## src/hall_ctrl_pkg.sv

```systemverilog
/*
  Package for the host-side Hall sensor conditioner that drives a three-phase
  commutation driver through its Hall channel and direction pins.
  Assumes one 200 MHz clock, synchronous active-low reset, sensors already
  synchronous to clk.
*/
// Notes on behaviour
// - Each Hall input is high while a rotor window covers its sensor.
// - Sensor pattern matches two 90 degree windows 180 apart, sensors 30 apart.
// - Forward: input two rises 30 degrees after one, three 30 after two.
// - Unmatched motors get sensors remapped and inverted until the pattern fits.
// - Example motor: sensor c to one, inverted a to two, b to three.
// - Inversion uses the negative input with the positive tied to reference.
`default_nettype none
package hall_ctrl_pkg;
  localparam int          HALL_CH        = 3;
  // Sensor routing select per Hall channel: which motor sensor feeds it
  localparam logic [1:0]  SEL_SENSOR_A   = 2'h0;
  localparam logic [1:0]  SEL_SENSOR_B   = 2'h1;
  localparam logic [1:0]  SEL_SENSOR_C   = 2'h2;
  // Example motor mapping, applied while use_reset_map is high
  localparam logic [5:0]  MAP_RESET      = {SEL_SENSOR_B, SEL_SENSOR_A, SEL_SENSOR_C};
  localparam logic [2:0]  INV_RESET      = 3'h2;
  localparam logic        DIR_FORWARD    = 1'h0;
  localparam logic        DIR_REVERSE    = 1'h1;
  localparam logic [2:0]  CODE_BAD_A     = 3'h2;
  localparam logic [2:0]  CODE_BAD_B     = 3'h5;
  // Least time a reversal request stays pending before it is applied
  localparam int          DIR_HOLD_NS    = 100;
  localparam int          CLK_PERIOD_NS  = 5;
  localparam int          DIR_HOLD_CYC   = (DIR_HOLD_NS + CLK_PERIOD_NS - 1) / CLK_PERIOD_NS;
  localparam logic [7:0]  DIR_HOLD_LAST  = 8'(DIR_HOLD_CYC - 1);
  typedef enum logic [1:0] {
    ST_RUN   = 2'b00,
    ST_BRAKE = 2'b01,
    ST_TURN  = 2'b10
  } dir_state_t;
endpackage
`default_nettype wire

```

## src/hall_route_lane.sv

```systemverilog
/*
  One Hall channel of the sensor router: picks a motor sensor and presents it
  to the driver's differential pair, inverting by swapping pins.
  Assumes sensors are synchronous logic levels.
*/
`default_nettype none
module hall_route_lane (
  input  wire logic        clk,
  input  wire logic        rstn,
  input  wire logic [2:0]  sensors,
  input  wire logic [1:0]  sel,
  input  wire logic        invert,
  output logic             pos_r,
  output logic             neg_r,
  output logic             level_r
);
  logic picked;

  always_comb begin
    case (sel)
      hall_ctrl_pkg::SEL_SENSOR_A: picked = sensors[0];
      hall_ctrl_pkg::SEL_SENSOR_B: picked = sensors[1];
      hall_ctrl_pkg::SEL_SENSOR_C: picked = sensors[2];
      default:                     picked = 1'b0;
    endcase
  end

  // No inverter gate: an inverted sensor goes to the negative pin
  always_ff @(posedge clk) begin
    if (!rstn) begin
      pos_r   <= 1'b0;
      neg_r   <= 1'b0;
      level_r <= 1'b0;
    end else begin
      pos_r   <= invert ? 1'b0 : picked;
      neg_r   <= invert ? picked : 1'b0;
      level_r <= picked ^ invert;
    end
  end
endmodule
`default_nettype wire

```

## src/hall_commutation_decoder.sv

```systemverilog
/*
  Host-side controller for a three-phase commutation driver: routes motor
  sensors onto the three Hall differential pairs, drives the direction
  select with a safe reversal sequence, and watches the driver's speed pulse
  and thermal state.
  Assumes sensors, speed pulse and over-temperature flag are synchronous.
*/
`default_nettype none
module hall_commutation_decoder (
  input  wire logic        clk,
  input  wire logic        rstn,
  input  wire logic        motor_sensor_a,
  input  wire logic        motor_sensor_b,
  input  wire logic        motor_sensor_c,
  input  wire logic [5:0]  sensor_map,
  input  wire logic [2:0]  sensor_invert,
  input  wire logic        use_reset_map,
  input  wire logic        direction_request,
  input  wire logic        speed_pulse_in,
  input  wire logic        over_temp,
  output logic [2:0]       hall_pos_r,
  output logic [2:0]       hall_neg_r,
  output logic             rotation_direction_select_r,
  output logic             drive_enable_r,
  output logic             rotation_tick_r,
  output logic             code_invalid_r,
  output logic             sequence_error_r,
  output logic [2:0]       expected_high_r,
  output logic [2:0]       expected_low_r
);
  logic [2:0]                    sensors;
  logic [2:0]                    hall_level;
  logic [5:0]                    map_use;
  logic [2:0]                    inv_use;
  logic [2:0]                    prev_code_r;
  logic                          speed_prev_r;
  logic [7:0]                    hold_cnt_r;
  hall_ctrl_pkg::dir_state_t     dir_state_r;
  logic [2:0]                    up_nxt;
  logic [2:0]                    lo_nxt;
  logic [2:0]                    next_fwd;
  logic [2:0]                    next_prev;

  assign sensors = {motor_sensor_c, motor_sensor_b, motor_sensor_a};
  assign map_use = use_reset_map ? hall_ctrl_pkg::MAP_RESET : sensor_map;
  assign inv_use = use_reset_map ? hall_ctrl_pkg::INV_RESET : sensor_invert;

  // Lane 0 is Hall input one; every lane is high while its window covers it
  genvar g;
  generate
    for (g = 0; g < hall_ctrl_pkg::HALL_CH; g++) begin : g_lane
      hall_route_lane u_lane (
        .clk     (clk),
        .rstn    (rstn),
        .sensors (sensors),
        .sel     (map_use[2*g+1:2*g]),
        .invert  (inv_use[g]),
        .pos_r   (hall_pos_r[g]),
        .neg_r   (hall_neg_r[g]),
        .level_r (hall_level[g])
      );
    end
  endgenerate

  // Code as the driver resolves it, Hall one as the most significant bit
  logic [2:0] code;
  assign code = {hall_level[0], hall_level[1], hall_level[2]};

  // Forward successor in the six-step order 100,110,111,011,001,000
  // An invalid code is its own successor, so any step into or out of one is flagged
  function automatic logic [2:0] fwd_succ(input logic [2:0] c);
    case (c)
      3'h4:    fwd_succ = 3'h6;
      3'h6:    fwd_succ = 3'h7;
      3'h7:    fwd_succ = 3'h3;
      3'h3:    fwd_succ = 3'h1;
      3'h1:    fwd_succ = 3'h0;
      3'h0:    fwd_succ = 3'h4;
      default: fwd_succ = c;
    endcase
  endfunction

  assign next_fwd  = fwd_succ(code);
  assign next_prev = fwd_succ(prev_code_r);

  // Model of the driver's switch pattern, used to supervise it
  always_comb begin
    case (code)
      3'h4:    begin up_nxt = 3'h1; lo_nxt = 3'h4; end
      3'h6:    begin up_nxt = 3'h2; lo_nxt = 3'h4; end
      3'h7:    begin up_nxt = 3'h2; lo_nxt = 3'h1; end
      3'h3:    begin up_nxt = 3'h4; lo_nxt = 3'h1; end
      3'h1:    begin up_nxt = 3'h4; lo_nxt = 3'h2; end
      3'h0:    begin up_nxt = 3'h1; lo_nxt = 3'h2; end
      default: begin up_nxt = 3'h0; lo_nxt = 3'h0; end
    endcase
  end

  // One phase undriven in each step floats; never both switches of a phase
  always_ff @(posedge clk) begin
    if (!rstn) begin
      expected_high_r <= 3'h0;
      expected_low_r  <= 3'h0;
    end else if (!drive_enable_r) begin
      expected_high_r <= 3'h0;
      expected_low_r  <= 3'h0;
    end else if (rotation_direction_select_r == hall_ctrl_pkg::DIR_REVERSE) begin
      expected_high_r <= lo_nxt;
      expected_low_r  <= up_nxt;
    end else begin
      expected_high_r <= up_nxt;
      expected_low_r  <= lo_nxt;
    end
  end

  always_ff @(posedge clk) begin
    if (!rstn) begin
      code_invalid_r <= 1'b0;
    end else begin
      code_invalid_r <= (code == hall_ctrl_pkg::CODE_BAD_A) ||
                        (code == hall_ctrl_pkg::CODE_BAD_B);
    end
  end

  always_ff @(posedge clk) begin
    if (!rstn) begin
      prev_code_r <= 3'h0;
    end else begin
      prev_code_r <= code;
    end
  end

  // A step to neither neighbour flags a sensor map fault; direction is not
  // checked, since the motor may coast backwards through a reversal
  always_ff @(posedge clk) begin
    if (!rstn) begin
      sequence_error_r <= 1'b0;
    end else if (code != prev_code_r) begin
      sequence_error_r <= (next_prev != code) && (next_fwd != prev_code_r);
    end else begin
      sequence_error_r <= 1'b0;
    end
  end

  // Direction changes only after a short brake so the bridge settles
  always_ff @(posedge clk) begin
    if (!rstn) begin
      dir_state_r <= hall_ctrl_pkg::ST_RUN;
    end else begin
      case (dir_state_r)
        hall_ctrl_pkg::ST_RUN: begin
          if (direction_request != rotation_direction_select_r) begin
            dir_state_r <= hall_ctrl_pkg::ST_BRAKE;
          end
        end
        hall_ctrl_pkg::ST_BRAKE: begin
          if (direction_request == rotation_direction_select_r) begin
            dir_state_r <= hall_ctrl_pkg::ST_RUN;
          end else if (hold_cnt_r == hall_ctrl_pkg::DIR_HOLD_LAST) begin
            dir_state_r <= hall_ctrl_pkg::ST_TURN;
          end
        end
        hall_ctrl_pkg::ST_TURN: begin
          dir_state_r <= hall_ctrl_pkg::ST_RUN;
        end
        default: begin
          dir_state_r <= hall_ctrl_pkg::ST_RUN;
        end
      endcase
    end
  end

  // Brake time counter; cleared outside the brake so every reversal waits in full
  always_ff @(posedge clk) begin
    if (!rstn) begin
      hold_cnt_r <= 8'h00;
    end else if (dir_state_r != hall_ctrl_pkg::ST_BRAKE) begin
      hold_cnt_r <= 8'h00;
    end else if (hold_cnt_r != hall_ctrl_pkg::DIR_HOLD_LAST) begin
      hold_cnt_r <= hold_cnt_r + 8'h01;
    end
  end

  // The pin moves only from the turn state, when the bridge is already off
  always_ff @(posedge clk) begin
    if (!rstn) begin
      rotation_direction_select_r <= hall_ctrl_pkg::DIR_FORWARD;
    end else if (dir_state_r == hall_ctrl_pkg::ST_TURN) begin
      rotation_direction_select_r <= direction_request;
    end
  end

  // Outputs are held off while braking or while the driver reports overheat
  always_ff @(posedge clk) begin
    if (!rstn) begin
      drive_enable_r <= 1'b0;
    end else begin
      drive_enable_r <= !over_temp && (dir_state_r == hall_ctrl_pkg::ST_RUN);
    end
  end

  // Previous level resets low, so a speed pulse already high when reset ends gives one tick
  always_ff @(posedge clk) begin
    if (!rstn) begin
      speed_prev_r <= 1'b0;
    end else begin
      speed_prev_r <= speed_pulse_in;
    end
  end

  // Rising edge of the speed pulse marks one electrical rotation
  always_ff @(posedge clk) begin
    if (!rstn) begin
      rotation_tick_r <= 1'b0;
    end else begin
      rotation_tick_r <= speed_pulse_in && !speed_prev_r;
    end
  end
endmodule
`default_nettype wire

```

## config.mk

```make
export PLATFORM = sky130hd
export DESIGN_NAME = hall_commutation_decoder
export DESIGN_NICKNAME = d
export VERILOG_FILES = /design/src/hall_ctrl_pkg.sv /design/src/hall_route_lane.sv /design/src/hall_commutation_decoder.sv
export SDC_FILE = /design/constraint.sdc
export NUM_CORES = 1
export LEC_CHECK = 0
export BUFFER_PORTS_ARGS = -buffer_cell sky130_fd_sc_hd__buf_2
export CORE_MARGIN = 4
export CORE_UTILIZATION = 56
export CTS_CLUSTER_DIAMETER = 200
export DETAILED_ROUTE_END_ITERATION = 16
export PLACE_DENSITY = 0.85
export SETUP_SLACK_MARGIN = 0.4
export SYNTH_ARGS = -nofsm -noshare
export SYNTH_HDL_FRONTEND = slang
export SYNTH_SLANG_ARGS = --single-unit
```

## constraint.sdc

```tcl
create_clock -name clk -period 2.3 [get_ports clk]
set_input_delay 0.115 -clock clk [delete_from_list [all_inputs] [get_ports clk]]
set_output_delay 0.115 -clock clk [all_outputs]
set_load 0.01 [all_outputs]
```

# After elaboration in Yosys (flattened, before gate mapping)
# Cells that the tools add are included.
dict set report word_totals {
  word_cells 98
  reg_bits 34
  out_inout_bits 17
  in_bits 18
}
dict set report classes {
  bitwise_logic 4
  reduce_logical 28
  muxes 15
  addsub 1
  eq_ne 30
}
# op n
set op_table {}
lappend op_table {{3-bit case mux with 6 select lines} 2}
lappend op_table {{3-bit == test, second input constant} 7}
lappend op_table {{2-bit OR reduction} 10}
lappend op_table {{3-bit case mux with 3 select lines} 2}
lappend op_table {{2-bit AND reduction} 6}
lappend op_table {{3-bit by 2-bit == test with 1-bit output, second input constant} 3}
lappend op_table {{3-bit two-way mux} 3}
lappend op_table {{3-bit inequality test} 3}
lappend op_table {{1-bit case mux with 3 select lines} 3}
lappend op_table {{8-bit by 1-bit adder with 8-bit output, second input constant} 1}
lappend op_table {{2-bit by 1-bit == test with 1-bit output, second input constant} 4}
lappend op_table {{2-bit == test, second input constant} 4}
lappend op_table {{8-bit by 5-bit == test with 1-bit output, second input constant} 1}
lappend op_table {{2-bit zero test} 4}
lappend op_table {{8-bit by 5-bit inequality test with 1-bit output, second input constant} 1}
lappend op_table {{3-bit by 1-bit == test with 1-bit output, second input constant} 2}
lappend op_table {{3-bit zero test} 2}
lappend op_table {{2-bit two-way mux} 3}
lappend op_table {{6-bit two-way mux} 1}
lappend op_table {{2-bit case mux with 2 select lines} 1}
lappend op_table {{1-bit logical AND} 3}
lappend op_table {{3-bit inequality test, second input constant} 1}
lappend op_table {{1-bit XOR} 3}
lappend op_table {{1-bit zero test} 2}
lappend op_table {{other kinds (6)} 6}

# Longest topological paths before layout
# Gate-level depths: netlist of run 1.
dict set report depth {
  ltp_word 4
  depth_mapped 6
  mapped_depth_nobuf 5
}

# Cells and area by module
# Synthesis of run 1 repeated with hierarchy kept, for this count alone.
dict set report hier_totals {
  hier_cells 172
  hier_area_um2 1594.0
}
# module area_per_inst_um2 instances cells_per_inst seq_area_each_um2
set by_module_without_submodules {}
lappend by_module_without_submodules {hall_commutation_decoder 1139.8 1 130 500.5}
lappend by_module_without_submodules {hall_route_lane 151.4 3 14 60.1}

# Least setup slack after synthesis of run 1
# Ideal clock, no wire load.
dict set report synth_timing {
  path_type {register to register}
  startpoint {register hold_cnt_r[0]}
  endpoint {register hold_cnt_r[1]}
  setup_time_ns 0.118
  synth_period_minus_slack_ns 1.528
  setup_slack_ns 0.772
  path_buffers 1
  required_time_ns 2.182
  stages_incl_launch_ff 7
  t_arrival_ns 1.410
  path_cell_list {dfxtp_1 ha_1 nand2_1 or4_1 buf_2 mux2i_1 nor2_1}
}
dict set report synth_via {
  elab_chain_cells 1
  elab_cells_between_ends 2
  cone_classes {add/sub: 1; eq/ne: 1}
}
# element line
set synth_rtl {}
lappend synth_rtl {{start: declaration} hall_commutation_decoder.sv:37} ;# logic [7:0] hold_cnt_r;
lappend synth_rtl {{start signal: assignment} hall_commutation_decoder.sv:180} ;# hold_cnt_r <= hold_cnt_r + 8'h01;
lappend synth_rtl {{8-bit by 1-bit adder with 8-bit output or 8-bit by 5-bit inequality test with 1-bit output (tied branches)} {hall_commutation_decoder.sv:180, hall_commutation_decoder.sv:179}}
# Parallel ways exist; a longest one is shown, timed or not.
# A chain may end at the register's enable or synchronous reset.

# Final worst setup path of run 1
dict set report layout_timing {
  startpoint {register hold_cnt_r[0]}
  endpoint {register hold_cnt_r[0]}
}
# Same word-level chain as after synthesis.

==> metrics.txt, run 1 <==
status completed; Post-Syn Nets 200; die width 60.60 microns; post-DR vias/cell roughly 5.4; die area 0.003672 sq mm; total negative slack 0 ns; Iter 0 DRT Violations 67; Setup crit start hold_cnt_r[0]; root buffer cell clkbuf_4; r2r endpoint hold_cnt_r[0]; routed len/inst 12.43 microns; Core Region approximately 0.0026 sq mm; Setup crit start kind flip-flop; post-CTS setup repair buffer count 0; Routed Antenna Nets 0; Worst Tran Pin Value 0.5858 ns; Seq/Total Area, Yosys 43.94%; Fin Clk Skew 0.01723 ns; RSZ-0062 raised after global routing no; DRC viols 0; Port Buffer Count 34; Crit. End Element flip-flop; gr usage total 18.74%; number of global-route vias before repair 1198; synth unique cells 36; nets 226; Critical Path RT 2.53 ns; Initial Utilization 60.33%; Worst-path clk slew 0.11 ns; Reg-to-Reg Start hold_cnt_r[0]; Primary FF master, synth dfxtp_1; Hold WC Path Type input pin to flip-flop; fin util 68.27%; Arr. time, crit path just under 2 ns; largest net degree at the start of global routing 22; Max Clk Rate 573.9 MHz; worst vdd ir 0.5317 mV; Max Slew Vio Count 0; crit path kind flip-flop to flip-flop; CTS tree built; Synth Area per Inst about 8.6 sq um; vias 1279; Final Cycle Share approximately three quarters; Inserted Diodes 0; Reg2Reg Depth 5; Slew HR 60.89%; Fin. Hold Viols 0; final setup fails 0; most frequent cell after synthesis dfxtp_1; post_cts resized 0; combinational share of power 11.0%; sequential power share 57.7%; Routed WL around 3.0 mm; Clk Latency, worst-skew pair 0.34 ns; H-tree Lvls 2; flops & latches, synth 34; cell type with the largest total area after synthesis dfxtp_1; final hold slack around 0.028 ns; overflow left after global routing 0; Initial DRT Pass Iterations 4; CP Capture Point hold_cnt_r[0]; die height 60.60 microns; yosys warns 0; Post-Synthesis Cells 181; top cells by area, synth dfxtp_1, nor2_1, a21oi_1; Int Pwr 0.0008226 W; share of the synthesized area in the top cell type roughly 44%; minimum clock period after layout 1.743 ns; antenna violations before repair 0; critical-path maximum fanout 5; total chip power 0.001112 W; Placer Congestion between 0.8 and 0.9; Reg2Reg Setup Slack 0.56 ns; row cnt 18; clk buf depth 2; TritonCTS buffer count 5; clock network power share a little under a third; hpwl dp roughly 2.1 mm; Net Switching 0.0002889 W; Commonest cells post-synth dfxtp_1, nor2_1, nand2_1; Post-synth EDFFs 0; Cell Area, Synth 0.001549 sq mm; CTS Hold Bufs 1; asr flop ratio synth 0%; first-pass GRT wire length 5.106 mm; TritonCTS Sinks 34; synth-to-layout area growth 13.17%; fraction of layout cells with a size suffix above 1 22.12%; Ports 35; fraction of power spent switching nets 25.99%; Power Density between 600 and 700 mW/mm^2; total leakage power 0.7724 nW; max-cap viol count 0
layout make-up:
| type | instances | area (sq um) |
|---|---|---|
| Fill cell | 216 | 814.5 |
| Clock buffer | 6 | 51.30 |
| Timing Repair Buffer | 36 | 190.2 |
| Clock inverter | 2 | 12.51 |
| Multi-Input combinational cell | 128 | 773.2 |
| Inverter | 2 | 7.507 |
| Tap cell | 30 | 37.54 |
| Sequential cell | 34 | 680.7 |
sequential cells by signal (all words and copies together), names as in the netlist, 2 cells and up:
register	cells
g_lane.u_lane.neg_r	3
hold_cnt_r	8
dir_state_r	2
prev_code_r	3
expected_high_r	3
g_lane.u_lane.level_r	3
g_lane.u_lane.pos_r	3
expected_low_r	3
per-layer routing:
metal	wire [microns]	track usage (%)	vias up
met5	0	0	-
met1	1323	22.50	588
met3	125	5.745	5
li1	-	-	663
met2	1459	30.38	23
met4	49	9.288	0
cells in the final DEF, fill, tap and decap left out, types with 6 or more instances in the layout:
master / synthesis / routed
a21oi_1: 11 / 11
and2_1: 6 / 6
buf_2: 1 / 34
dfxtp_1: 34 / 34
nand2_1: 12 / 12
nand2b_1: 6 / 6
nor2_1: 22 / 22
o21ai_0: 7 / 7
or3_1: 6 / 6
xor2_1: 6 / 6
worst max-delay path, stage by stage (launching register included):
cell     delay (ns)
dfxtp_1        0.42
ha_1           0.26
nand2_1        0.07
or4_1          0.62
xnor2_1        0.23
nor2_1         0.06
cell families after synthesis:
family	Yosys count	synth area share [%]
multiplexers	5	3.312
XOR/XNOR	9	5.089
flip-flops	34	43.94
buffers and inverters	19	6.138
adder cells (fa/ha/maj)	1	0.8076
AO/OA/AOI/OAI	24	9.127
AND/OR/NAND/NOR	89	31.58
through the flow:
| step | cell area [sq um] | setup WS (ns) | std cells |
|---|---|---|---|
| finish | 1753 | 0.5574 | 238 |
| global route | 1753 | 0.5038 | 238 |
| CTS | 1743 | 0.5938 | 237 |
| detailed placement | 1669 | 0.6108 | 228 |
| global placement | 1669 | 0.7027 | 228 |
| floorplan | 1549 | 0.7719 | 181 |
power by group through the flow:
stage	Combinational, W	Clock, W	Sequential [W]
floorplan	0.000101	0	0.000637
global placement	0.000115	0	0.000652
detailed placement	0.000120	0	0.000654
CTS	0.000122	0.000355	0.000641
global route	0.000139	0.000392	0.000647
finish	0.000122	0.000348	0.000641
how the worst min path moves through the flow:
stage / startpoint / slack [ns] / cells after the start / to
after global placement: over_temp / 0.28 / 2 / drive_enable_r
after global routing: sensor_invert[0] / 0.03 / 2 / g_lane[0].u_lane.neg_r
final: sensor_invert[0] / 0.03 / 2 / g_lane[0].u_lane.neg_r
after detailed placement: over_temp / 0.28 / 2 / drive_enable_r
after CTS: speed_pulse_in / 0.003 / 2 / speed_prev_r
after floorplan: over_temp / 0.19 / 1 / drive_enable_r
Power figures use the tool's default switching activity.
==> run 2, diff against run 1 <==
- ABC_AREA: unset -> 1
- CORE_UTILIZATION: 56 -> 48
- PLACE_DENSITY: 0.85 -> 0.78
- clock period: 2.3 -> 1.44 ns (I/O delays scaled with it)
==> run 2 against run 1 <==
  * Hold slack lost 0.018 ns
  * Synthesized cell count up 20%
  * Wire length grew 15%
  * Register-to-register slack lost 0.31 ns
  * Flip-flop and latch count is the same
  * Critical path type unchanged
  * Largest cell class unchanged
  * Largest power group unchanged
  * Highest routed layer unchanged
==> metrics.txt, run 2 <==
Seq/Total Area, Yosys 42.30% (-1.6 points); most frequent cells in the layout nand2_1, buf_2, nor2_1, dfxtp_1, inv_1; post-DR vias/cell 4.794 (-11%); gr usage total 16.40% (-2.3 points); Synth Area in Simple Gates 32.58% (+1.0 points); Post-Synthesis Cells 218 (+20%); Slew HR 83.43% (+23 points); Routed WL 3.393 mm (+15%); synth unique cells 29 (-19%); TritonCTS buffer count 5 (unchanged); Post-Synth Adder-Cell Area 0.7776% (-0.030 points); nets 285 (+26%); Iter 0 DRT Violations 95 (+42%); Synth Area per Inst 7.381 sq um (-14%); overflow left after global routing 0 (unchanged); largest family of logic cells by synthesized area simple AND/OR/NAND/NOR gates; CP delay by family, top flip-flops; Fin Clk Skew 0.01312 ns (-0.004110 ns); RSZ-0062 raised after global routing yes; fraction of layout cells with a size suffix above 1 34.08% (+12 points); flops & latches, synth 34 (unchanged); Reg2Reg Depth 7 (+2); most frequent cell after synthesis nand2_1; yosys warns 0 (unchanged); vias 1491 (+17%); Hold WC Path Type input pin to flip-flop; routed len/inst 10.91 microns (-12%); XOR/XNOR share of the synthesized area 2.644% (-2.4 points); minimum clock period after layout 1.188 ns (-0.5544 ns); first-pass GRT wire length 5.375 mm (+5.3%); number of global-route vias before repair 1318 (+10%); die height 65.90 microns (+8.7%); fin worst setup slack 0.2518 ns (-0.3056 ns); row cnt 20 (+2); Worst-path clk slew 0.11 ns (about the same); Initial DRT Pass Iterations 4 (unchanged); die width 65.90 microns (+8.7%); max incr delay on CP 0.37 ns (-0.25 ns); DRC viols 0 (unchanged); Post-synth EDFFs 0 (unchanged); asr flop ratio synth 0% (unchanged); Fin. Hold Viols 0 (unchanged); largest net degree at the start of global routing 12 (-45%); max-cap viol count 0 (unchanged); synth-to-layout area growth 28.54%; Critical Path RT 1.71 ns (-0.82 ns); Primary FF master, synth dfxtp_1; number of fill cells 276 (+28%); Worst Tran Pin Value 0.2479 ns (-0.3379 ns); root buffer cell clkbuf_4; cell type with the largest total area after synthesis dfxtp_1; Clk Latency, worst-skew pair 0.33 ns (about the same); crit-path most repeated cell buf_4; Arr. time, crit path 1.46 ns (-0.52 ns); Crit. End Element flip-flop; Routed Antenna Nets 0 (unchanged); Max Slew Vio Count 0 (unchanged); Cell Area, Synth 0.001609 sq mm (+3.9%); Post-Syn Nets 237 (+19%); crit path kind flip-flop to flip-flop; max FFs per register 8 (unchanged); Max Clk Rate 841.6 MHz (+47%); Core Region 0.003128 sq mm (+22%); slowest stage cell on the critical path dfxtp_2; WP buf/inv 3 (+3); Commonest cells post-synth nand2_1, dfxtp_1, nor2_1; Port Buffer Count 34 (unchanged); hpwl dp 2.264 mm (+5.5%); critical-path maximum fanout 4 (-1); pre-CTS setup slack 0.1738 ns (-0.4371 ns); TritonCTS Sinks 34 (unchanged); Placer Congestion 0.9359 (+12%); Setup crit start kind flip-flop; multiplexer share of the synthesized area 0% (-3.3 points); H-tree Lvls 2 (unchanged); Reg with most FFs hold_cnt_r; share of the synthesized area in the top cell type 42.30% (-1.6 points); critical path depth in cells 7 (+2); Compound-Gate Fraction of Synth Area 9.098% (-0.030 points); Initial Utilization 51.44% (-8.9 points); Ports 35 (unchanged); top cells by area, synth dfxtp_1, nand2_1, nor2_1; antenna violations before repair 0 (unchanged); status completed; most common cell after layout, fill and taps aside nand2_1; total leakage power 0.9777 nW (+27%); Final Cycle Share 82.51% (+6.7 points); Power Density 959.8 mW/mm^2 (+51%); hold depth 3 (+1); CTS tree built; clk buf depth 2 (unchanged); CP cell instances ha_4 -> inv_2 -> nor3_4 -> buf_4 -> buf_4 -> nand3_1 -> a21oi_1; die area 0.004342 sq mm (+18%); worst vdd ir 0.6149 mV (+16%); total negative slack 0 ns (unchanged); Inserted Diodes 0 (unchanged); final setup fails 0 (unchanged)
-- run 2: logic make-up (layout without fill, tap and decap cells) --
family	count (synthesis)	after routing
XOR/XNOR	4	4
flip-flops	34	34
AND/OR/NAND/NOR	115	115
buffers and inverters	40	89
AO/OA/AOI/OAI	24	24
adder cells (fa/ha/maj)	1	1
-- run 2: timing repair --
item	4_1_cts	5_1_grt
hold buffers	4	0
setup buffers	4	6
hold endpoints to repair	5	0
resized for setup	5	18
pin swaps	8	6
endpoints found under the setup margin	13	17
-- run 2: where the power goes --
group / internal [W] / switching, W
clock: 0.000366 / 0.000311
sequential: 0.000976 / 0.0000298
combinational: 0.000130 / 0.000173
total: 0.00147 / 0.000513
-- run 2: cell type report --
type | count | area [sq um] | area share, %
multi-input cells | 144 | 793.3 | 38.35
flip-flops and latches | 34 | 700.7 | 33.88
repair buffers | 51 | 315.3 | 15.25
inverters | 30 | 125.1 | 6.050
clock inverters | 2 | 37.54 | 1.815
clock buffers | 6 | 41.29 | 1.996
well taps | 44 | 55.05 | 2.662
-- run 2: worst paths after layout --
check                                              endpoint  slack, ns              start
worst min-delay path            rotation_direction_select_r       0.01  direction_request
worst max-delay path                          hold_cnt_r[1]       0.25      hold_cnt_r[1]
worst min register to register              rotation_tick_r       0.39       speed_prev_r
worst max register to register                hold_cnt_r[1]       0.25      hold_cnt_r[1]
-- run 2: per-layer routing --
metal	wire [microns]	GRT usage, %	vias up
met5	0	0	-
met4	60	7.772	0
met3	246	5.102	8
met2	1610	26.66	56
met1	1476	19.50	654
li1	-	-	773
-- run 2: worst min-delay path: stages --
cell and delay, ns:
buf_2 0.11, nand3_1 0.08, a21oi_1 0.06
-- run 2: stage by stage --
| step | instances | utilization, % | area (sq um) | total power, W | hold WS [ns] |
|---|---|---|---|---|---|
| final | 311 | 66.12 | 2068 | 0.001985 | 0.01062 |
| after detailed placement | 289 | 57.56 | 1800 | 0.001292 | 0.2408 |
| after global routing | 311 | 66.12 | 2068 | 0.002095 | 0.002503 |
| after global placement | 289 | 57.56 | 1800 | 0.001287 | 0.2440 |
| after floorplan | 218 | - | 1630 | 0.001221 | 0.1491 |
| after CTS | 305 | 62.72 | 1962 | 0.001980 | 0.0008777 |
